<file path="config.mk">
export PLATFORM = sky130hd
export DESIGN_NAME = dofd_top
export DESIGN_NICKNAME = d
export VERILOG_FILES = /design/src/core/dofd_pkg.sv /design/src/core/dofd_pf_dec.sv /design/src/core/dofd_acc_unit.sv /design/src/core/dofd_top.sv
export VERILOG_INCLUDE_DIRS = /design/src /design/src/core
export SDC_FILE = /design/constraint.sdc
export NUM_CORES = 1
export LEC_CHECK = 0
export CAP_MARGIN = 20
export CORE_MARGIN = 1.5
export CORE_UTILIZATION = 45
export CTS_BUF_LIST = sky130_fd_sc_hd__clkbuf_4
export DETAILED_ROUTE_END_ITERATION = 10
export DONT_BUFFER_PORTS = 1
export GPL_ROUTABILITY_DRIVEN = 0
export PLACE_DENSITY = 0.7
export SYNTH_ARGS = -nofsm -noshare
export SYNTH_HDL_FRONTEND = slang
export SYNTH_SLANG_ARGS = --single-unit
</file>
<file path="constraint.sdc">
create_clock -name clk_i -period 4.2 [get_ports clk_i]
set_input_delay 0.21 -clock clk_i [delete_from_list [all_inputs] [get_ports clk_i]]
set_output_delay 0.21 -clock clk_i [all_outputs]
set_load 0.005 [all_outputs]
</file>
<file path="src/core/dofd_cfg.svh">
// Purpose: offsets, field positions, limits and reset values
// Assumes: classic 32-bit bus, byte addresses, aligned words
// Notes:   field positions are part-select bounds
`ifndef DOFD_CFG_SVH
`define DOFD_CFG_SVH
// register byte offsets
`define DOFD_ADR_W      8
`define DOFD_A_FIELDS0  8'h00
`define DOFD_A_FIELDS1  8'h04
`define DOFD_A_OPERAND  8'h08
`define DOFD_A_COMMAND  8'h0C
`define DOFD_A_WORDIN   8'h10
`define DOFD_A_DECODE   8'h14
`define DOFD_A_STATUS   8'h18
`define DOFD_A_RESULT   8'h1C
`define DOFD_A_ACCA_LO  8'h20
`define DOFD_A_ACCA_HI  8'h24
`define DOFD_A_ACCB_LO  8'h28
`define DOFD_A_ACCB_HI  8'h2C
`define DOFD_A_AUX      8'h30
`define DOFD_A_PAIR_LO  8'h34
`define DOFD_A_PAIR_HI  8'h38
// operand field register 0
`define DOFD_F0_XPF     3:0
`define DOFD_F0_YPF     7:4
`define DOFD_F0_XDST    9:8
`define DOFD_F0_YDST    11:10
`define DOFD_F0_MPAIR   14:12
`define DOFD_F0_SQUARE  15
`define DOFD_F0_SQREG   17:16
`define DOFD_F0_AWB     19:18
`define DOFD_F0_SIZE    21:20
`define DOFD_F0_SHADOW  22
`define DOFD_F0_ACCSEL  23
`define DOFD_F0_FDEST   24
`define DOFD_F0_DMODE   27:25
`define DOFD_F0_BITPOS  31:28
// operand field register 1
`define DOFD_F1_FADDR   15:0
`define DOFD_F1_LIT     25:16
`define DOFD_F1_MASK    32'h03FF_FFFF
// command and word-in bits
`define DOFD_CMD_ALU    0
`define DOFD_CMD_ACC    1
`define DOFD_WI_WORD    23:0
`define DOFD_WI_HI8     23:16
`define DOFD_WI_FIRST   24
// status bits
`define DOFD_ST_AFLG    4:0
`define DOFD_ST_DFLG    8:5
`define DOFD_ST_PF      12:9
`define DOFD_ST_AWB     14:13
`define DOFD_ST_ERR     21:16
`define DOFD_ST_SWERR   22
`define DOFD_ST_NOP     23
`define DOFD_ST_SHADOW  24
`define DOFD_ST_PEND    25
// arithmetic flag order inside the flag field
`define DOFD_FL_C       0
`define DOFD_FL_DC      1
`define DOFD_FL_N       2
`define DOFD_FL_OV      3
`define DOFD_FL_Z       4
// working register numbers and limits
`define DOFD_W0         4'h0
`define DOFD_W4         4'h4
`define DOFD_W5         4'h5
`define DOFD_W6         4'h6
`define DOFD_W7         4'h7
`define DOFD_W8         4'h8
`define DOFD_W10        4'hA
`define DOFD_W12        4'hC
`define DOFD_W13        4'hD
`define DOFD_AWB_INC    4'h2
`define DOFD_PF_STEP    4'h2
`define DOFD_PF_PER_PTR 4'h7
`define DOFD_PF_IDX     4'hE
`define DOFD_PF_NONE    4'hF
`define DOFD_MP_W5GRP   3'h3
`define DOFD_MP_W6GRP   3'h5
`define DOFD_FADDR_MAX  16'h1FFF
`define DOFD_LIT_BYTE   10'h0FF
`define DOFD_RST_WORD   32'h0000_0000
`endif

</file>
<file path="src/core/dofd_pkg.sv">
// Purpose: shared types of the operand field decoder
// Assumes: constants live in dofd_cfg.svh
// Notes:   state of dofd_top and of dofd_acc_unit is one packed struct each
package dofd_pkg;
    // operand size suffix
    typedef enum logic [1:0] {
        DOFD_SZ_WORD  = 2'b00,
        DOFD_SZ_BYTE  = 2'b01,
        DOFD_SZ_DWORD = 2'b10,
        DOFD_SZ_BAD   = 2'b11
    } dofd_size_e;
    // write-back target choice
    typedef enum logic [1:0] {
        DOFD_AWB_NONE = 2'b00,
        DOFD_AWB_DIR  = 2'b01,
        DOFD_AWB_POST = 2'b10,
        DOFD_AWB_BAD  = 2'b11
    } dofd_awb_e;
    // top-level state
    typedef struct packed {
        logic        ack;
        logic [31:0] rdata;
        logic [31:0] f0;
        logic [31:0] f1;
        logic [31:0] opnd;
        logic [15:0] res;
        logic [4:0]  aflg;
        logic        pend;
        logic [23:0] first;
        logic [47:0] pair;
        logic        nop;
        logic        swerr;
    } dofd_core_s;
    // accumulator state
    typedef struct packed {
        logic [1:0][39:0] acc;
        logic [1:0]       wrap;
        logic [1:0]       clip;
    } dofd_acc_s;
endpackage : dofd_pkg

</file>
<file path="src/core/dofd_pf_dec.sv">
// Purpose: decode one prefetch address code into pointer and step
// Assumes: codes 0..6 first pointer, 7..13 second, 14 indexed, 15 none
// Notes:   purely combinational
`include "dofd_cfg.svh"
module dofd_pf_dec #(
    parameter logic [3:0] BASE = `DOFD_W8
) (
    // code in
    input  wire logic [3:0] code_i,
    // decoded operand
    output logic            en_o,
    output logic            idx_o,
    output logic [3:0]      ptr_o,
    output logic [3:0]      off_o
);
    logic [3:0] k;  // step index within one pointer

    // step table: +6 +4 +2 0 -6 -4 -2
    always_comb begin
        k     = (code_i < `DOFD_PF_PER_PTR) ? code_i : code_i - `DOFD_PF_PER_PTR;
        en_o  = (code_i != `DOFD_PF_NONE);
        idx_o = (code_i == `DOFD_PF_IDX);
        ptr_o = (code_i < `DOFD_PF_PER_PTR) ? BASE : BASE + 4'h1;
        if (idx_o || !en_o || k == 4'h3) begin
            off_o = 4'h0;
        end else if (k < 4'h3) begin
            off_o = 4'(`DOFD_PF_STEP * (4'h3 - k));
        end else begin
            off_o = 4'(4'h0 - `DOFD_PF_STEP * (4'h7 - k));
        end
    end
endmodule : dofd_pf_dec

</file>
<file path="src/core/dofd_acc_unit.sv">
// Purpose: two 40-bit accumulators with wrap and clip flags
// Assumes: one add of a signed word per go pulse
// Notes:   clipping keeps the value at the 40-bit extreme
`include "dofd_cfg.svh"
module dofd_acc_unit (
    // clock and reset
    input  wire logic             clk_i,
    input  wire logic             resetn_i,
    // operation
    input  wire logic             go_i,
    input  wire logic             sel_i,
    input  wire logic [15:0]      val_i,
    // state out
    output logic [1:0][39:0]      acc_o,
    output logic [1:0]            wrap_o,
    output logic [1:0]            clip_o
);
    dofd_pkg::dofd_acc_s s;       // registered state
    dofd_pkg::dofd_acc_s next_s;  // next state
    logic [1:0][40:0]    sum;     // one guard bit above the accumulator
    logic [1:0][39:0]    nval;    // clipped value
    logic [1:0]          clp;     // 40-bit overflow
    logic [1:0]          wrp;     // ran into the guard bits

    // per accumulator adder and clipping
    for (genvar gi = 0; gi < 2; gi++) begin : g_acc
        assign sum[gi]  = {s.acc[gi][39], s.acc[gi]} + {{25{val_i[15]}}, val_i};
        assign clp[gi]  = sum[gi][40] ^ sum[gi][39];
        assign nval[gi] = clp[gi] ? {sum[gi][40], {39{~sum[gi][40]}}} : sum[gi][39:0];
        // guard bits not a sign copy means the 32-bit range was left
        assign wrp[gi]  = !(&nval[gi][39:31] || ~|nval[gi][39:31]);
    end

    // only the selected accumulator moves
    always_comb begin
        next_s = s;
        if (go_i) begin
            next_s.acc[sel_i]  = nval[sel_i];   // RL14
            next_s.wrap[sel_i] = wrp[sel_i];    // RL13
            next_s.clip[sel_i] = clp[sel_i];    // RL13
        end
    end

    // state register
    always_ff @(posedge clk_i) begin
        if (!resetn_i) begin
            s <= '0;
        end else begin
            s <= next_s;
        end
    end

    assign acc_o  = s.acc;
    assign wrap_o = s.wrap;
    assign clip_o = s.clip;
endmodule : dofd_acc_unit

</file>
<file path="src/core/dofd_top.sv">
// Purpose: operand field decoder and checker with flag and accumulator state
// Assumes: classic bus slave, one clock, synchronous active-low reset
// Notes:   field checks are levels that follow the field registers
// Function
// [RL1] x prefetch only from W8, W9 forms
// [RL2] y prefetch only from W10, W11 forms
// [RL3] prefetch destinations limited to W4..W7
// [RL4] six distinct multiply pairs only
// [RL5] square uses W4..W7 times itself
// [RL6] write-back to W13 or [W13]+=2
// [RL7] W0 implicit file instruction operand
// [RL8] file addresses reach up to 0x1FFF
// [RL9] constant up to 255 in byte mode
// [RL10] program address constant has zero lsb; no field holds it and nothing here checks it
// [RL11] bit field picks bit 0..15
// [RL12] five arithmetic flags follow results
// [RL13] wrap and clip flags per accumulator
// [RL14] two accumulators, one-bit select
// [RL15] direct, indirect, modified and offset forms
// [RL16] byte, word default, double word, shadow
// [RL17] 48-bit pairs; lone second word no-op
`include "dofd_cfg.svh"
module dofd_top (
    // clock and reset
    input  wire logic                    clk_i,
    input  wire logic                    resetn_i,
    // classic bus slave
    input  wire logic                    wb_cyc_i,
    input  wire logic                    wb_stb_i,
    input  wire logic                    wb_we_i,
    input  wire logic [`DOFD_ADR_W-1:0]  wb_adr_i,
    input  wire logic [3:0]              wb_sel_i,
    input  wire logic [31:0]             wb_dat_i,
    output logic      [31:0]             wb_dat_o,
    output logic                         wb_ack_o
);
    ////////////////////////////////////////////////////////////////////////
    dofd_pkg::dofd_core_s s;        // registered state
    dofd_pkg::dofd_core_s next_s;   // next state
    dofd_pkg::dofd_size_e size;     // size suffix
    dofd_pkg::dofd_awb_e  result_store_back_target;      // write-back choice
    logic                 req;      // open bus cycle
    logic                 wr_ok;    // write commits at the ack edge
    logic [7:0]           adr;      // word aligned address
    logic [31:0]          wmask;    // byte lanes
    logic [31:0]          cmd;      // command pulse bits
    logic [31:0]          rd;       // read mux
    logic [31:0]          status;   // status word
    logic [31:0]          decode;   // decoded registers
    logic [31:0]          aux;      // bit mask and targets
    logic [1:0][3:0]      pf_code;  // prefetch codes
    logic [1:0]           pf_en;    // prefetch active
    logic [1:0]           pf_idx;   // indexed by W12
    logic [1:0][3:0]      pf_ptr;   // pointer register
    logic [1:0][3:0]      pf_off;   // signed post step
    logic [3:0]           xdst;     // x data destination
    logic [3:0]           ydst;     // y data destination
    logic [2:0]           mc;       // multiply pair code
    logic [3:0]           mul_m;    // multiplicand
    logic [3:0]           mul_n;    // multiplier
    logic [5:0]           err;      // field errors
    logic                 pair_bad; // pair code names no pair
    logic [3:0]           fdst;     // file instruction register
    logic [15:0]          bit_mask; // selected bit
    logic [8:0]           sb;       // byte sum
    logic [16:0]          sw;       // word sum
    logic [4:0]           nib;      // low nibble sum
    logic                 acc_go;   // accumulator add
    logic [1:0][39:0]     acc;      // accumulators
    logic [1:0]           acc_wrap; // wrap flags
    logic [1:0]           acc_clip; // clip flags

    ////////////////////////////////////////////////////////////////////////
    // prefetch address decoders, x then y
    assign pf_code[0] = s.f0[`DOFD_F0_XPF];
    assign pf_code[1] = s.f0[`DOFD_F0_YPF];
    for (genvar gi = 0; gi < 2; gi++) begin : g_pf
        dofd_pf_dec #(
            .BASE (gi == 0 ? `DOFD_W8 : `DOFD_W10)  // RL1 RL2
        ) u_pf (
            .code_i (pf_code[gi]),
            .en_o   (pf_en[gi]),
            .idx_o  (pf_idx[gi]),
            .ptr_o  (pf_ptr[gi]),
            .off_o  (pf_off[gi])
        );
    end

    // destinations are W4 plus a two-bit field
    assign xdst = `DOFD_W4 + {2'b00, s.f0[`DOFD_F0_XDST]};  // RL3
    assign ydst = `DOFD_W4 + {2'b00, s.f0[`DOFD_F0_YDST]};  // RL3

    // multiply pair and square table
    always_comb begin
        mc     = s.f0[`DOFD_F0_MPAIR];
        pair_bad = 1'b0;
        if (s.f0[`DOFD_F0_SQUARE]) begin
            mul_m = `DOFD_W4 + {2'b00, s.f0[`DOFD_F0_SQREG]};  // RL5
            mul_n = mul_m;                                       // RL5
        end else if (mc < `DOFD_MP_W5GRP) begin
            mul_m = `DOFD_W4;                                    // RL4
            mul_n = `DOFD_W5 + {1'b0, mc};
        end else if (mc < `DOFD_MP_W6GRP) begin
            mul_m = `DOFD_W5;                                    // RL4
            mul_n = `DOFD_W6 + {1'b0, mc - `DOFD_MP_W5GRP};
        end else begin
            mul_m = `DOFD_W6;                                    // RL4
            mul_n = `DOFD_W7;
            pair_bad = (mc != `DOFD_MP_W6GRP);  // codes 6 and 7 name no pair
        end
    end

    // remaining field checks
    assign size     = dofd_pkg::dofd_size_e'(s.f0[`DOFD_F0_SIZE]);
    assign result_store_back_target      = dofd_pkg::dofd_awb_e'(s.f0[`DOFD_F0_AWB]);
    assign err[0]   = pair_bad;                                           // RL4
    assign err[1]   = (result_store_back_target == dofd_pkg::DOFD_AWB_BAD);                    // RL6
    assign err[2]   = (s.f1[`DOFD_F1_FADDR] > `DOFD_FADDR_MAX);           // RL8
    assign err[3]   = (size == dofd_pkg::DOFD_SZ_BYTE)
                      && (s.f1[`DOFD_F1_LIT] > `DOFD_LIT_BYTE);           // RL9
    assign err[4]   = (size == dofd_pkg::DOFD_SZ_BAD);                    // RL16
    assign err[5]   = (s.f0[`DOFD_F0_DMODE] == 3'h7);  // code 6 is [Wns+Wb] RL15
    assign fdst     = s.f0[`DOFD_F0_FDEST] ? `DOFD_W0 : 4'hF;             // RL7
    assign bit_mask = 16'h0001 << s.f0[`DOFD_F0_BITPOS];                  // RL11

    // read-only words
    assign decode = {mul_n, mul_m, ydst, xdst, pf_off[1], pf_ptr[1], pf_off[0], pf_ptr[0]};
    assign aux    = {4'h0, fdst, result_store_back_target == dofd_pkg::DOFD_AWB_POST ? `DOFD_AWB_INC : 4'h0,
                     result_store_back_target == dofd_pkg::DOFD_AWB_NONE ? 4'h0 : `DOFD_W13, bit_mask}; // RL6
    always_comb begin
        status                 = `DOFD_RST_WORD;
        status[`DOFD_ST_AFLG]  = s.aflg;
        status[`DOFD_ST_DFLG]  = {acc_clip, acc_wrap};
        status[`DOFD_ST_PF]    = {pf_idx[1], pf_en[1], pf_idx[0], pf_en[0]};
        status[`DOFD_ST_AWB]   = s.f0[`DOFD_F0_AWB];
        status[`DOFD_ST_ERR]   = err;
        status[`DOFD_ST_SWERR] = s.swerr;
        status[`DOFD_ST_NOP]   = s.nop;
        status[`DOFD_ST_SHADOW] = s.f0[`DOFD_F0_SHADOW];  // RL16
        status[`DOFD_ST_PEND]  = s.pend;
    end

    ////////////////////////////////////////////////////////////////////////
    // bus decode; unmapped reads return zero, unmapped writes are dropped
    assign req   = wb_cyc_i & wb_stb_i;
    assign wr_ok = req & s.ack & wb_we_i;
    assign adr   = {wb_adr_i[7:2], 2'b00};
    assign wmask = {{8{wb_sel_i[3]}}, {8{wb_sel_i[2]}}, {8{wb_sel_i[1]}}, {8{wb_sel_i[0]}}};
    assign cmd   = (wr_ok && adr == `DOFD_A_COMMAND) ? (wb_dat_i & wmask) : `DOFD_RST_WORD;
    assign acc_go = cmd[`DOFD_CMD_ACC];

    // read mux
    always_comb begin
        unique case (adr)
            `DOFD_A_FIELDS0: rd = s.f0;
            `DOFD_A_FIELDS1: rd = s.f1;
            `DOFD_A_OPERAND: rd = s.opnd;
            `DOFD_A_DECODE:  rd = decode;
            `DOFD_A_STATUS:  rd = status;
            `DOFD_A_RESULT:  rd = {16'h0000, s.res};
            `DOFD_A_ACCA_LO: rd = acc[0][31:0];
            `DOFD_A_ACCA_HI: rd = {24'h00_0000, acc[0][39:32]};
            `DOFD_A_ACCB_LO: rd = acc[1][31:0];
            `DOFD_A_ACCB_HI: rd = {24'h00_0000, acc[1][39:32]};
            `DOFD_A_AUX:     rd = aux;
            `DOFD_A_PAIR_LO: rd = s.pair[31:0];
            `DOFD_A_PAIR_HI: rd = {16'h0000, s.pair[47:32]};
            default:         rd = `DOFD_RST_WORD;
        endcase
    end

    // adder for the flag-setting add
    assign sb  = {1'b0, s.opnd[7:0]} + {1'b0, s.opnd[23:16]};
    assign sw  = {1'b0, s.opnd[15:0]} + {1'b0, s.opnd[31:16]};
    assign nib = {1'b0, s.opnd[3:0]} + {1'b0, s.opnd[19:16]};

    ////////////////////////////////////////////////////////////////////////
    // next state
    always_comb begin
        next_s     = s;
        next_s.ack = req & ~s.ack;  // one ack per request
        if (req & ~s.ack) begin
            next_s.rdata = rd;
        end
        if (wr_ok) begin
            unique case (adr)
                `DOFD_A_FIELDS0: next_s.f0 = (s.f0 & ~wmask) | (wb_dat_i & wmask);
                `DOFD_A_FIELDS1: next_s.f1 = ((s.f1 & ~wmask) | (wb_dat_i & wmask))
                                             & `DOFD_F1_MASK;
                `DOFD_A_OPERAND: next_s.opnd = (s.opnd & ~wmask) | (wb_dat_i & wmask);
                default: ;
            endcase
        end
        // flag-setting add; a bad size suffix leaves the flags alone
        if (cmd[`DOFD_CMD_ALU] && size != dofd_pkg::DOFD_SZ_BAD) begin
            next_s.aflg[`DOFD_FL_DC] = nib[4];                                     // RL12
            if (size == dofd_pkg::DOFD_SZ_BYTE) begin
                next_s.res                = {8'h00, sb[7:0]};
                next_s.aflg[`DOFD_FL_C]   = sb[8];                                 // RL12
                next_s.aflg[`DOFD_FL_N]   = sb[7];
                next_s.aflg[`DOFD_FL_OV]  = (s.opnd[7] == s.opnd[23]) && (sb[7] != s.opnd[7]);
                next_s.aflg[`DOFD_FL_Z]   = (sb[7:0] == 8'h00);
            end else begin
                next_s.res                = sw[15:0];
                next_s.aflg[`DOFD_FL_C]   = sw[16];                                // RL12
                next_s.aflg[`DOFD_FL_N]   = sw[15];
                next_s.aflg[`DOFD_FL_OV]  = (s.opnd[15] == s.opnd[31]) && (sw[15] != s.opnd[15]);
                next_s.aflg[`DOFD_FL_Z]   = (sw[15:0] == 16'h0000);
            end
        end
        // instruction words; a second word must carry a zero top byte
        if (wr_ok && adr == `DOFD_A_WORDIN && (&wb_sel_i[2:0])) begin
            if (s.pend) begin
                next_s.pair  = {s.first, wb_dat_i[`DOFD_WI_WORD]};                 // RL17
                next_s.swerr = (wb_dat_i[`DOFD_WI_HI8] != 8'h00);                  // RL17
                next_s.pend  = 1'b0;
                next_s.nop   = 1'b0;
            end else if (wb_dat_i[`DOFD_WI_FIRST] && wb_sel_i[3]) begin
                next_s.first = wb_dat_i[`DOFD_WI_WORD];
                next_s.pend  = 1'b1;
                next_s.swerr = 1'b0;
                next_s.nop   = 1'b0;
            end else begin
                next_s.nop   = (wb_dat_i[`DOFD_WI_HI8] == 8'h00);  // lone second word RL17
                next_s.swerr = 1'b0;
            end
        end
    end

    // state register
    always_ff @(posedge clk_i) begin
        if (!resetn_i) begin
            s <= '0;
        end else begin
            s <= next_s;
        end
    end

    // accumulators
    dofd_acc_unit u_acc (
        .clk_i    (clk_i),
        .resetn_i (resetn_i),
        .go_i     (acc_go),
        .sel_i    (s.f0[`DOFD_F0_ACCSEL]),  // RL14
        .val_i    (s.opnd[15:0]),
        .acc_o    (acc),
        .wrap_o   (acc_wrap),
        .clip_o   (acc_clip)
    );

    assign wb_dat_o = s.rdata;
    assign wb_ack_o = s.ack;
endmodule : dofd_top

</file>
==> run metrics <==
outcome finished, violations left; failing checks DRC; relative slew slack 0.188; Max rail drop VDD 230 µV; top_reg_cell synth dfxtp_1; Final Hold Fails 0; arrival time worst endpoint 4.69 ns; Pwr Total 0.00580 W; fillcell total 3993; GR Overflow Total 0; Syn Area/Cell 7.59 µm²; die width 210 µm; Clock Skew 0.113 ns; Critical Path, Cell by Cell ha_1, inv_1, fa_1, nor2b_4, o311a_4, o41ai_4, o211ai_2, a21o_1, a2111o_1, a211oi_2, xor2_1, or4_1, o41ai_2, a211oi_2; register area 0.00607 mm²; largest net degree at the start of global routing 136; Fin Setup TNS 0 ns; antenna violations before repair 9; final worst path period share 0.952; Clk Tree Root Cell clkbuf_4; P_int 0.00422 W; post-route cell area 0.0214 mm²; flops & latches, synth 303; Final min period 4.00 ns; GRT Overall Usage 0.332; mapped cell area 0.0193 mm²; critical path endpoint category flip-flop; Distinct cells, synth 87; ANT nets after route 0; CTS HTree Levels 3; Num CTS Buffers 84; leakage power 8.17 nW; cell taking the most area after synthesis dfxtp_1; area grow syn2layout 11.0%; Die ar. 0.0441 mm²; post-detail-place hpwl 53400 µm; Rows 75; PD cells 271 mW/mm²; Post-Place Setup Slack 0.223 ns; sequential area share after synthesis 0.314; Vias 20600; Flop pwr share 0.501; routed vias/inst 6.50; Nets 2710; Clk Latency, worst-skew pair 0.91 ns; EDFF count, synth 0; Slowest-stage cell, CP or4_1; Mapped Nets 2700; PnR worst setup slack 0.200 ns; Crit Path Max Fanout 6; Slew Viols, Final 0; Slew @ Worst Pin 1.21 ns; required time worst endpoint 4.90 ns; Ys Warns 0; WL final 75100 µm; Clock power frac 0.456; WL/cell 23.7 µm; Initial Util 0.458; Hold WS 0.0358 ns; clock buffer depth 3; vias in the first global route 19200; Clk pin slew, worst setup/hold paths 0.06 ns; critical path's largest stage delay 0.53 ns; synthesized instance count 2543; port bufs 0; Cell Area, Placed 0.0196 mm²; worst hold path class input pin to flip-flop; RSZ-0062 raised after global routing no; ranking of synthesized cells by area dfxtp_1 (31%), a21oi_1 (10%), nand2_1 (7.5%); power share of the combinational group 0.043; Sw Ratio 0.272; Starting DRT DRC Count 2996; total clock sinks 303; first-pass GRT wire length 113000 µm; Die H 210 µm; most common library cells after synthesis a21oi_1 (385), nand2_1 (385), dfxtp_1 (303), o21ai_0 (184), clkbuf_1 (151); DR pass1 iterations 11; WS Path Type flip-flop to flip-flop; Ports 82; top cell type's share of synthesized area 0.314; layout cells sized above 1 0.0907; DR DRC count 9; Max-Cap Viols 0; Core ar. 0.0421 mm²; setup violators final 0; multi-input logic area 0.0123 mm²; Sw Pwr 0.00158 W; CP startpoint kind flip-flop; async set-reset flop share out of synthesis 0; CTS tree yes; cell mode on critical path a211oi_2; FMAX 250 MHz
-- final cells by class --
class	count	share of cell area
Multi-Input combinational cell	1999	0.573
Sequential cell	303	0.283
Timing Repair Buffer	130	0.0579
Clock buffer	114	0.0400
Tap cell	539	0.0315
Clock inverter	31	0.00678
Inverter	35	0.00625
Antenna cell	12	0.00140
-- kinds of logic (layout without fill, tap and decap cells) --
logic type,Yosys count,after routing,synth area share
adder cells (fa/ha/maj),141,141,0.0883
AND/OR/NAND/NOR,825,825,0.193
AO/OA/AOI/OAI,913,913,0.293
multiplexers,25,25,0.0147
other,0,12,0
flip-flops,303,303,0.314
buffers and inverters,241,310,0.0539
XOR/XNOR,95,95,0.0431
-- stage by stage --
step                       util  instances
after floorplan               -       2543
after global placement    0.466       2932
after detailed placement  0.466       2932
after CTS                 0.507       3150
after global routing      0.508       3158
final                     0.508       3163
-- cells in the final DEF (no fill, tap or decap), drive strengths merged, types with 17 or more instances in the layout --
master and n:
inv 38, xnor2 59, a22oi 40, nor2b 21
nand4 30, nor2 140, xor2 36, buf 58
o211a 20, clkinv 25, a21o 44, o21ai 193
a211oi 20, dlygate4sd3 72, clkbuf 114, nor3 24
a31oi 40, nand2b 17, a21boi 32, nand3 132
a221oi 29, a222oi 22, a21oi 387, ha 105
dfxtp 303, nand2 385, maj3 33
-- power by group through the flow --
| stage | registers [W] | logic [W] | clock network [W] |
|---|---|---|---|
| floorplan | 0.00295 | 0.000138 | 0 |
| global placement | 0.00297 | 0.000126 | 0 |
| detailed placement | 0.00297 | 0.000126 | 0 |
| CTS | 0.00290 | 0.000238 | 0.00266 |
| global route | 0.00290 | 0.000256 | 0.00280 |
| finish | 0.00290 | 0.000251 | 0.00265 |
-- timing repair --
action,4_1_cts,5_1_grt
resized for setup,0,3
hold buffers,73,0
endpoints found under the hold margin,286,0
buffers inserted,0,1
setup endpoints to repair,0,24
-- worst max-delay path: cells and delay by family, from the launching register on --
| kind | cells | cell delay, ns |
|---|---|---|
| AO/OA/AOI/OAI | 8 | 2.25 |
| AND/OR/NAND/NOR | 2 | 0.60 |
| adder cells (fa/ha/maj) | 2 | 0.46 |
| flip-flops | 1 | 0.32 |
| XOR/XNOR | 1 | 0.13 |
| buffers and inverters | 1 | 0.07 |
-- worst paths after layout --
| path | slack [ns] | end | startpoint | depth (start not counted) |
|---|---|---|---|---|
| worst max-delay path | 0.20 | u_acc.wrap_o[1] | flip-flop | 14 |
| worst min register to register | 0.45 | s[35] | s[59] | 2 |
| worst max register to register | 0.20 | u_acc.wrap_o[1] | flip-flop | 14 |
| worst min-delay path | 0.04 | wb_dat_o[2] | wb_adr_i[3] | 5 |
-- routing by layer --
layer | track usage | routed length, µm | share of wire | vias up
li1 | - | - | - | 9308
met2 | 0.495 | 31000 | 0.41 | 1365
met1 | 0.410 | 28700 | 0.38 | 9538
met4 | 0.182 | 4790 | 0.064 | 6
met5 | 0 | 32 | 0.00043 | -
met3 | 0.131 | 10500 | 0.14 | 337
(Power assumes the default switching activity.)
